==> src/chan_query_pkg.sv <==
package chan_query_pkg;
    // Register offsets, byte addresses on the plain register port
    localparam logic [7:0] REG_CMD = 8'h00;
    localparam logic [7:0] REG_STATUS = 8'h04;
    localparam logic [7:0] REG_RES0 = 8'h08;
    localparam logic [7:0] REG_RES1 = 8'h0c;
    localparam logic [7:0] REG_RES2 = 8'h10;
    // Command word fields
    localparam int CMD_CODE_LSB = 0;
    localparam int CMD_CHAN_LSB = 8;
    localparam int CMD_SEL_BIT = 16;
    // Status word fields
    localparam int ST_BUSY_BIT = 0;
    localparam int ST_DONE_BIT = 1;
    localparam int ST_ERR_LSB = 4;
    localparam int ST_CNT_LSB = 8;
    // Query command codes
    localparam logic [7:0] OPC_STATUS = 8'h08;
    localparam logic [7:0] OPC_DATA = 8'h09;
    // Channel numbers accepted by both queries
    localparam logic [7:0] CH_ANALOG_FIRST = 8'h01;
    localparam logic [7:0] CH_ANALOG_LAST = 8'h04;
    localparam logic [7:0] CH_SONIC1 = 8'h0b;
    localparam logic [7:0] CH_SONIC2 = 8'h0c;
    localparam int NUM_CH = 6;
    localparam logic [2:0] IDX_ANALOG1 = 3'h0;
    localparam logic [2:0] IDX_SONIC1 = 3'h4;
    localparam logic [2:0] IDX_SONIC2 = 3'h5;
    // Operations of the first channel that have no meaningful reading
    localparam logic [7:0] OP_NODATA_FIRST = 8'h05;
    localparam logic [7:0] OP_NODATA_LAST = 8'h07;
    // Error codes
    localparam logic [3:0] ERR_NONE = 4'h0;
    localparam logic [3:0] ERR_CHANNEL = 4'h1;
    localparam logic [3:0] ERR_COMMAND = 4'h2;
    // Number of returned values
    localparam logic [1:0] CNT_NONE = 2'h0;
    localparam logic [1:0] CNT_DATA = 2'h1;
    localparam logic [1:0] CNT_STATUS = 2'h3;
    // Reset and filler values
    localparam logic [31:0] WORD_ZERO = 32'h0000_0000;
    localparam logic [7:0] OP_RESET = 8'h00;
    // Query engine states
    typedef enum logic [0:0] {ST_IDLE, ST_WAIT_ID} query_state_t;
endpackage : chan_query_pkg

==> src/channel_status_query.sv <==
`timescale 1ns/1ns
module channel_status_query #(
    parameter logic [31:0] NO_DATA_VALUE = 32'hffff_fc19 // Marker for "no valid reading"
) (
    input wire logic ref_clk,
    input wire logic srst,
    input wire logic [7:0] addr,
    input wire logic [31:0] wdata,
    input wire logic wr,
    input wire logic rd,
    output logic [31:0] rdata,
    input wire logic setup_valid,
    input wire logic [7:0] setup_channel,
    input wire logic [7:0] setup_op,
    input wire logic sample_valid,
    input wire logic [7:0] sample_channel,
    input wire logic [31:0] sample_data,
    input wire logic [31:0] sample_posn,
    output logic id_req,
    output logic [7:0] id_channel,
    input wire logic id_ack,
    input wire logic [31:0] id_value
);
    // Map a channel number onto a storage index, flagging unknown numbers
    function automatic logic [3:0] chan_map(input logic [7:0] ch);
        logic [7:0] off;
        off = ch - chan_query_pkg::CH_ANALOG_FIRST;
        if (ch >= chan_query_pkg::CH_ANALOG_FIRST && ch <= chan_query_pkg::CH_ANALOG_LAST)
            return {1'b1, off[2:0]};
        else if (ch == chan_query_pkg::CH_SONIC1)
            return {1'b1, chan_query_pkg::IDX_SONIC1};
        else if (ch == chan_query_pkg::CH_SONIC2)
            return {1'b1, chan_query_pkg::IDX_SONIC2};
        else
            return 4'h0;
    endfunction : chan_map

    // Per-channel storage
    logic [7:0] op_reg [chan_query_pkg::NUM_CH]; // Operation from last setup
    logic [31:0] live_data [chan_query_pkg::NUM_CH]; // Latest valid reading
    logic [31:0] live_posn [chan_query_pkg::NUM_CH]; // Its sample position
    logic live_seen [chan_query_pkg::NUM_CH]; // A reading exists
    logic [31:0] snap_data [chan_query_pkg::NUM_CH]; // Copy taken at setup
    logic [31:0] snap_posn [chan_query_pkg::NUM_CH];
    logic snap_seen [chan_query_pkg::NUM_CH];
    logic [31:0] id_store [chan_query_pkg::NUM_CH]; // Last identity value

    // Query engine state and answer registers
    chan_query_pkg::query_state_t state;
    logic [31:0] cmd_word; // Last accepted command word
    logic [31:0] res0;
    logic [31:0] res1;
    logic [31:0] res2;
    logic [3:0] err_code;
    logic [1:0] res_count;
    logic done;
    logic [2:0] pend_idx; // Channel waiting on an identity retest

    // Decode of the incoming command word
    wire [7:0] wr_code = wdata[chan_query_pkg::CMD_CODE_LSB +: 8];
    wire [7:0] wr_chan = wdata[chan_query_pkg::CMD_CHAN_LSB +: 8];
    wire wr_sel = wdata[chan_query_pkg::CMD_SEL_BIT];
    wire [3:0] wr_map = chan_map(wr_chan);
    wire wr_ok = wr_map[3];
    wire [2:0] wr_idx = wr_map[2:0];
    wire cmd_take = wr && addr == chan_query_pkg::REG_CMD && state == chan_query_pkg::ST_IDLE;
    wire take_status = cmd_take && wr_ok && wr_code == chan_query_pkg::OPC_STATUS;
    wire take_data = cmd_take && wr_ok && wr_code == chan_query_pkg::OPC_DATA;
    wire [3:0] setup_map = chan_map(setup_channel);
    wire [3:0] sample_map = chan_map(sample_channel);

    // Source selection for the status query
    wire [31:0] pick_data = wr_sel ? snap_data[wr_idx] : live_data[wr_idx];
    wire [31:0] pick_posn = wr_sel ? snap_posn[wr_idx] : live_posn[wr_idx];
    wire pick_seen = wr_sel ? snap_seen[wr_idx] : live_seen[wr_idx];
    wire [7:0] pick_op = op_reg[wr_idx];
    // First channel in a counting/timing operation has no analog reading
    wire op_nodata = wr_idx == chan_query_pkg::IDX_ANALOG1
        && pick_op >= chan_query_pkg::OP_NODATA_FIRST
        && pick_op <= chan_query_pkg::OP_NODATA_LAST;
    wire [31:0] ans_data = (op_nodata || !pick_seen) ? NO_DATA_VALUE : pick_data;
    wire [31:0] ans_posn = pick_seen ? pick_posn : chan_query_pkg::WORD_ZERO;

    // Status word and read decode
    wire [31:0] status_word = {16'h0000, 6'h00, res_count, err_code, 2'b00, done,
        state == chan_query_pkg::ST_WAIT_ID};
    wire [31:0] read_mux =
        addr == chan_query_pkg::REG_CMD ? cmd_word :
        addr == chan_query_pkg::REG_STATUS ? status_word :
        addr == chan_query_pkg::REG_RES0 ? res0 :
        addr == chan_query_pkg::REG_RES1 ? res1 :
        addr == chan_query_pkg::REG_RES2 ? res2 : chan_query_pkg::WORD_ZERO;

    // Per-channel storage; queries write only id_store, so sampling is never held off
    genvar gi;
    generate
        for (gi = 0; gi < chan_query_pkg::NUM_CH; gi++)
        begin : g_chan
            wire setup_hit = setup_valid && setup_map[3] && setup_map[2:0] == gi;
            wire sample_hit = sample_valid && sample_map[3] && sample_map[2:0] == gi;
            wire id_hit = state == chan_query_pkg::ST_WAIT_ID && id_ack && pend_idx == gi;
            // Setup records the operation and freezes the present readings
            always_ff @(posedge ref_clk)
            begin
                if (srst)
                begin
                    op_reg[gi] <= chan_query_pkg::OP_RESET;
                    snap_data[gi] <= chan_query_pkg::WORD_ZERO;
                    snap_posn[gi] <= chan_query_pkg::WORD_ZERO;
                    snap_seen[gi] <= 1'b0;
                end
                else if (setup_hit)
                begin
                    op_reg[gi] <= setup_op;
                    snap_data[gi] <= live_data[gi];
                    snap_posn[gi] <= live_posn[gi];
                    snap_seen[gi] <= live_seen[gi];
                end
            end
            // Sampling path is written by the collector alone, so a query cannot stall it
            always_ff @(posedge ref_clk)
            begin
                if (srst)
                begin
                    live_data[gi] <= chan_query_pkg::WORD_ZERO;
                    live_posn[gi] <= chan_query_pkg::WORD_ZERO;
                    live_seen[gi] <= 1'b0;
                end
                else if (sample_hit)
                begin
                    live_data[gi] <= sample_data;
                    live_posn[gi] <= sample_posn;
                    live_seen[gi] <= 1'b1;
                end
            end
            // Identity kept until the next retest, even with the sensor unplugged
            always_ff @(posedge ref_clk)
            begin
                if (srst)
                    id_store[gi] <= chan_query_pkg::WORD_ZERO;
                else if (id_hit)
                    id_store[gi] <= id_value;
            end
        end
    endgenerate

    // Command acceptance; writes while a retest is pending are ignored
    always_ff @(posedge ref_clk)
    begin
        if (srst)
            cmd_word <= chan_query_pkg::WORD_ZERO;
        else if (cmd_take)
            cmd_word <= wdata;
    end

    // Query engine: status answers and stored identity complete at once
    always_ff @(posedge ref_clk)
    begin
        if (srst)
        begin
            state <= chan_query_pkg::ST_IDLE;
            res0 <= chan_query_pkg::WORD_ZERO;
            res1 <= chan_query_pkg::WORD_ZERO;
            res2 <= chan_query_pkg::WORD_ZERO;
            err_code <= chan_query_pkg::ERR_NONE;
            res_count <= chan_query_pkg::CNT_NONE;
            done <= 1'b0;
            pend_idx <= 3'h0;
            id_req <= 1'b0;
            id_channel <= 8'h00;
        end
        else
        begin
            id_req <= 1'b0;
            case (state)
                chan_query_pkg::ST_IDLE:
                begin
                    if (cmd_take && !wr_ok)
                    begin
                        // Unknown channel: no values, error recorded instead
                        err_code <= chan_query_pkg::ERR_CHANNEL;
                        res_count <= chan_query_pkg::CNT_NONE;
                        done <= 1'b1;
                    end
                    else if (take_status)
                    begin
                        res0 <= {24'h000000, pick_op};
                        res1 <= ans_data;
                        res2 <= ans_posn;
                        err_code <= chan_query_pkg::ERR_NONE;
                        res_count <= chan_query_pkg::CNT_STATUS;
                        done <= 1'b1;
                    end
                    else if (take_data && wr_sel)
                    begin
                        res0 <= id_store[wr_idx];
                        err_code <= chan_query_pkg::ERR_NONE;
                        res_count <= chan_query_pkg::CNT_DATA;
                        done <= 1'b1;
                    end
                    else if (take_data)
                    begin
                        // Retest asks the front end for a fresh identity reading
                        id_req <= 1'b1;
                        id_channel <= wr_chan;
                        pend_idx <= wr_idx;
                        err_code <= chan_query_pkg::ERR_NONE;
                        res_count <= chan_query_pkg::CNT_NONE;
                        done <= 1'b0;
                        state <= chan_query_pkg::ST_WAIT_ID;
                    end
                    else if (cmd_take)
                    begin
                        err_code <= chan_query_pkg::ERR_COMMAND;
                        res_count <= chan_query_pkg::CNT_NONE;
                        done <= 1'b1;
                    end
                end
                chan_query_pkg::ST_WAIT_ID:
                begin
                    if (id_ack)
                    begin
                        res0 <= id_value;
                        res_count <= chan_query_pkg::CNT_DATA;
                        done <= 1'b1;
                        state <= chan_query_pkg::ST_IDLE;
                    end
                end
                default:
                    state <= chan_query_pkg::ST_IDLE;
            endcase
        end
    end

    // Read data stand only in the cycle after the strobe
    always_ff @(posedge ref_clk)
    begin
        if (srst)
            rdata <= chan_query_pkg::WORD_ZERO;
        else
            rdata <= rd ? read_mux : chan_query_pkg::WORD_ZERO;
    end
endmodule : channel_status_query

==> config.mk <==
export PLATFORM = sky130hd
export DESIGN_NAME = channel_status_query
export DESIGN_NICKNAME = d
export VERILOG_FILES = /design/src/chan_query_pkg.sv /design/src/channel_status_query.sv
export SDC_FILE = /design/constraint.sdc
export NUM_CORES = 2
export LEC_CHECK = 0
export BUFFER_PORTS_ARGS = -buffer_cell sky130_fd_sc_hd__buf_2
export CORE_MARGIN = 1
export CORE_UTILIZATION = 48
export DETAILED_ROUTE_END_ITERATION = 12
export GPL_ROUTABILITY_DRIVEN = 1
export HOLD_SLACK_MARGIN = 0.05
export PLACE_DENSITY = 0.76
export SLEW_MARGIN = 20
export SYNTH_ARGS = -nofsm -noshare
export SYNTH_HDL_FRONTEND = slang
export SYNTH_SLANG_ARGS = --single-unit
==> constraint.sdc <==
create_clock -name ref_clk -period 11.82 [get_ports ref_clk]
set_clock_uncertainty 0.2 [all_clocks]
set_input_delay 0.591 -clock ref_clk [delete_from_list [all_inputs] [get_ports ref_clk]]
set_output_delay 0.591 -clock ref_clk [all_outputs]
set_load 0.02 [all_outputs]
* After elaboration in Yosys (flattened, before gate mapping)
Memories as Yosys holds them, arrays and structs flattened.
Index checks and enable logic that the tools add are counted.
** Storage, ports and cells
- Bits in latches :: 0
- Memory bits (read-only) :: 0
- Word-level logic and storage cells :: 317
- Register bits :: 180
- Memories :: 8
- RAM bits :: 1020
- Input port bits :: 167
- Output and inout bits :: 41
** Memory list
- id_store :: words 6, width 32, rd ports 1, clocked after Yosys merged registers in 0, write ports 6, line channel_status_query.sv:46 : logic [31:0] id_store [chan_query_pkg::NUM_CH];
- live_data :: words 6, width 32, rd ports 7, clocked after Yosys merged registers in 0, write ports 6, line channel_status_query.sv:40 : logic [31:0] live_data [chan_query_pkg::NUM_CH];
- live_posn :: words 6, width 32, rd ports 7, clocked after Yosys merged registers in 0, write ports 6, line channel_status_query.sv:41 : logic [31:0] live_posn [chan_query_pkg::NUM_CH];
- snap_data :: words 6, width 32, rd ports 1, clocked after Yosys merged registers in 0, write ports 6, line channel_status_query.sv:43 : logic [31:0] snap_data [chan_query_pkg::NUM_CH];
- snap_posn :: words 6, width 32, rd ports 1, clocked after Yosys merged registers in 0, write ports 6, line channel_status_query.sv:44 : logic [31:0] snap_posn [chan_query_pkg::NUM_CH];
- op_reg :: words 6, width 8, rd ports 1, clocked after Yosys merged registers in 0, write ports 6, line channel_status_query.sv:39 : logic [7:0] op_reg [chan_query_pkg::NUM_CH];
- 2 more memories
** Cells by class
- Shift operators :: 0
- Muxes and demuxes :: 153
- Div/mod/pow operators :: 0
- Bitwise logic cells :: 53
- Multiply operators :: 0
- Add/sub/neg operators :: 3
- Equal/unequal tests :: 31
- Magnitude comparators :: 8
- Reduce and logical (&&, ||, !) cells :: 49
** Operators by type and width (number)
- two-way mux 32 bit :: 43
- equality test 8 x 4 -> 1 bit (second input constant) :: 10
- two-way mux 1 bit :: 80
- case mux 32 bit (2 select lines) :: 1
- two-way mux 4 bit :: 14
- two-way mux 8 bit :: 6
- bitwise OR 1 bit :: 48
- logical AND 1 bit :: 33
- less-or-equal comparator 8 x 3 -> 1 bit (second input constant) :: 4
- greater-or-equal comparator 8 x 1 -> 1 bit (second input constant) :: 3
- equality test 3 x 2 -> 1 bit (second input constant) :: 6
- equality test 3 bit (second input constant) :: 6
- zero test 3 bit :: 4
- two-way mux 2 bit :: 6
- equality test 3 x 1 -> 1 bit (second input constant) :: 3
- subtractor 3 x 1 -> 3 bit (second input constant) :: 3
- equality test 8 x 3 -> 1 bit (second input constant) :: 1
- equality test 8 x 5 -> 1 bit (second input constant) :: 1
- greater-or-equal comparator 8 x 3 -> 1 bit (second input constant) :: 1
- zero test 8 bit :: 1
- != test 6 x 4 -> 1 bit (second input constant) :: 1
- AND reduction 3 bit :: 2
- NOT 1 bit :: 5
- AND reduction 5 bit :: 1
- 9 further kinds :: 14

* Longest topological paths before layout
- Depth in word-level cells :: 11
- Mapped depth :: 14
- Mapped depth without buffers :: 10

* Worst setup path before layout
No wires, ideal clock.
- Kind :: input -> register
- From :: input setup_channel[0]
- To :: memory op_reg[4][0], enable pin
- Stages on the path :: 9
- Path buffers :: 0
- Setup time :: 0.605 ns
- Slack :: 4.100 ns
- Arrival time :: 6.915 ns
- Cells stage by stage :: inv_1 -> ha_1 -> nor2b_1 -> o21ai_0 -> nand3b_1 -> o22ai_1 -> nand2_1 -> or2_2 -> o21ai_0
** RTL lines
- from (decl) :: line channel_status_query.sv:13 : input wire logic [7:0] setup_channel,
- to (decl) :: line channel_status_query.sv:39

* Final worst setup path
- From :: input wdata[9]
- To :: register res1[16]
** On the way
- Longest elaborated chain between the ends :: 10
- Elaborated cells on any way between the ends :: 30
** RTL lines
- from (decl) :: line channel_status_query.sv:8 : input wire logic [31:0] wdata,
- branches (longest 3 deep; another with greater-or-equal comparator 8 x 1 -> 1 bit)
- two-way mux 4 bit * :: line channel_status_query.sv:28 : if (ch >= chan_query_pkg::CH_ANALOG_FIRST && ch <= chan_query_pkg::CH_ANALOG_LAST)
- memory read (6 x 8 bit)
- greater-or-equal comparator 8 x 3 -> 1 bit :: line channel_status_query.sv:79 : && pick_op >= chan_query_pkg::OP_NODATA_FIRST
- logical AND 1 bit :: line channel_status_query.sv:79
- logical AND 1 bit :: line channel_status_query.sv:80 : && pick_op <= chan_query_pkg::OP_NODATA_LAST;
- logical OR 1 bit :: line channel_status_query.sv:81 : wire [31:0] ans_data = (op_nodata || !pick_seen) ? NO_DATA_VALUE : pick_data;
- two-way mux 32 bit :: line channel_status_query.sv:81
- to (signal assigned) :: line channel_status_query.sv:163 : res1 <= chan_query_pkg::WORD_ZERO;
- to (signal assigned) :: line channel_status_query.sv:188 : res1 <= ans_data;
- to (decl) :: line channel_status_query.sv:52 : logic [31:0] res1;
Mark *: on every way between the ends.
A chain may end at the register's enable or synchronous reset.

==> key figures <==
Clock network
  – Clock H-tree levels: 3
  – Clk sinks: 1198
  – CTS buffer count: between 100 and 150
  – Clock tree buffer depth: 3
  – Clk_lat worst skew: just over 0.7 ns
  – Clock edge transition at the registers on the reported setup and hold paths: approximately 0.06 ns
  – Clk root buf: clkbuf_16
  – CTS resizes: 0
  – CTS tree: built

Critical path
  – WP data arrival: 6.15 ns
  – Worst EP required: 12.26 ns
  – Setup slack, reg-to-reg: roughly 8.0 ns
  – Reg2Reg Depth: 9
  – Crit path cell chain: dlygate4sd3_1 -> buf_2 -> inv_1 -> ha_1 -> nor3b_2 -> nor2_1 -> nand3_4 -> buf_4 -> buf_4 -> o22ai_1 -> nor3_1 -> and4bb_1 -> o31a_1
  – CP most frequent cell: buf_4
  – CP Class: primary input to register
  – Crit Reg-Reg Endpoint: res1[7]
  – Slowest CP cell: buf_4
  – Top cell family by delay on the critical path: buffers and inverters
  – Critical path peak fanout: 76
  – Buf/Inv on CP: 5
  – Max stage delay on crit path: 0.90 ns
  – Critical R2R Launch: state
  – Nature of the critical path startpoint: primary input
  – Worst setup EP type: register

Global route
  – First-pass GRT wire length: between 200 and 250 mm
  – Pin count of the biggest net entering global routing: 152
  – Number of global-route vias before repair: about 38000
  – Initial antenna violation count: 25
  – Grt ovf: 0
  – GRT Total Usage: between 20 and 30%

Finish
  – Share of cells above drive strength 1: roughly 11%
  – Final Core Density: between 50% and 60%
  – Number of nets in the layout: ~5100
  – Area grow syn2layout: 13.57%

STA
  – Endpoints failing hold: 0
  – Final setup vio count: 0
  – Unrepaired setup endpoints after global routing: false
  – Slew at the pin closest to its max-slew limit: ~1.2 ns
  – Setup TNS: 0 ns
  – Min Tclk post-route: 5.713 ns
  – Period utilisation layout: just under 50%
  – Final Max Slew Viols: 0
  – Fmax: between 0.15 and 0.2 GHz
  – Max transition margin: 21.17%

Route
  – Detail Route Antenna Nets: 0
  – Routed vias/inst: around 6.1
  – DR WL/cell: 25.63 um
  – Final WL: around 170 mm
  – DR vias: 39460
  – First DRT Iteration DRCs: slightly above 5000
  – Drc violations: 0
  – DRT Pass-1 Iters: 6

Yosys
  – Top cells by count, synth: edfxtp_1, and2_1, nand2_1, clkbuf_1, nor2_1
  – Syn nets: a little under 5000
  – Post-synthesis async set-or-reset flop share: 0%
  – Unique masters post-synth: between 60 and 70
  – Ranking of synthesized cells by area: edfxtp_1, and2_1, dfxtp_1
  – Flop and latch count out of synthesis: roughly 1200
  – Post-synth EDFFs: 1019
  – Post-synthesis instance total: between 4000 and 5000
  – Mean area per synthesized cell: roughly 11 sq um
  – Synth warn: 0
  – Post-synthesis sequential area ratio: about 64%
  – Yosys top cell area share: 57.10%
  – Yosys top cell by area: edfxtp_1
  – Synth Flop Type: edfxtp_1
  – Top-count cell post-synth: edfxtp_1
  – Post-Synthesis Cell Area: 0.05359 sq mm

Placement
  – Hpwl dp: roughly 92 mm
  – I/O Buffers: about 210
  – Placer Congestion: 0.9075

Min path
  – Hold path cells: 2
  – Hold Path Sink: id_store[4][2]
  – Hold Startpoint: id_value[2]
  – Hold crit path type: primary input to register

Die
  – Die Y: 336.1 um
  – Initial Util: about half
  – Core ar.: around 0.11 sq mm
  – Die ar.: 0.1130 sq mm
  – I/O Pins: between 200 and 250
  – Rows: ~120
  – Die W: ~340 um

Job
  – Max-cap violations: 0

Power and ir drop
  – Peak VDD IR: about 0.12 mV
  – Pleak: between 20 and 25 nW
  – Pwr dens: 144.7 mW/mm^2

Run status
  – Status: completed
==> layout by cell type, fill, tap and decap left out, types with 23 or more instances in the layout <==
cell type / n
a22o_1: 24
nor3_1: 54
nand2_1: 734
a21oi_1: 190
clkbuf_16: 120
nand3_1: 161
buf_2: 205
a31oi_1: 109
dlygate4sd3_1: 96
dfxtp_1: 179
and3_1: 24
a311oi_1: 35
o221ai_1: 23
mux2i_1: 60
a221oi_1: 59
and2_1: 1010
o21ai_0: 116
buf_4: 92
edfxtp_1: 1019
clkbuf_1: 43
o22ai_1: 51
nor2_1: 211
o211ai_1: 23
==> layer usage <==
metal	share of wire [%]	up-vias	global-route usage, %
li1	-	17130	-
met1	36	19080	37.80
met2	46	2726	45.51
met3	14	485	7.664
met4	4.1	30	11.97
met5	0.11	-	0
==> timing repair <==
| item | CTS | global route |
|---|---|---|
| hold endpoints to repair | 395 | 0 |
| setup buffers | 0 | 0 |
| hold buffers | 96 | 0 |
==> stage by stage <==
| stage | cells | total power, W | hold slack [ns] | setup slack [ns] | instance area (sq um) |
|---|---|---|---|---|---|
| after global routing | 6467 | 0.009017 | 0.07578 | 5.802 | 60840 |
| after floorplan | 4718 | 0.005065 | 0.2244 | 4.101 | 53590 |
| final | 6478 | 0.008807 | 0.06225 | 6.107 | 60860 |
| after CTS | 6464 | 0.008808 | 0.05006 | 6.271 | 60790 |
| after detailed placement | 6150 | 0.005243 | 0.2464 | 6.128 | 56160 |
| after global placement | 6148 | 0.005225 | 0.2370 | 6.240 | 56120 |
==> worst max-delay path by stage <==
stage / start / to / slack, ns / depth (start not counted)
2_1_floorplan: setup_channel[0] / op_reg[4][0] / 4.10 / 9
3_5_place_dp: wdata[9] / res1[2] / 6.13 / 12
5_1_grt: wdata[8] / res1[16] / 5.80 / 13
6_report: wdata[9] / res1[16] / 6.11 / 13
4_1_cts: wdata[9] / res1[16] / 6.27 / 13
3_3_place_gp: wdata[9] / res1[1] / 6.24 / 12
==> kinds of logic after synthesis <==
| group | share of synthesized area (%) |
|---|---|
| AO/OA/AOI/OAI | 8.993 |
| XOR/XNOR | 0.03269 |
| adder cells (fa/ha/maj) | 0.2802 |
| buffers and inverters | 2.806 |
| flip-flops | 63.78 |
| multiplexers | 2.178 |
| AND/OR/NAND/NOR | 21.93 |
==> area by class of cell <==
cell class	instances	area, sq um
sequential	1198	34180
inverter	16	60.06
tap	1488	1862
clock inverter	43	340.3
multi-input combinational	3147	18260
fill	8914	49800
antenna	12	30.03
timing repair buffer	399	2803
clock buffer	175	3329
==> report_power, final <==
part | internal (W) | switching (W) | total, W | leakage [nW]
registers | 0.00472 | 0.0000526 | 0.00477 | 11.7
clock network | 0.00204 | 0.00157 | 0.00361 | 1.80
logic | 0.000128 | 0.000300 | 0.000427 | 8.84
total | 0.00689 | 0.00192 | 0.00881 | 22.3
(Power assumes the default switching activity.)
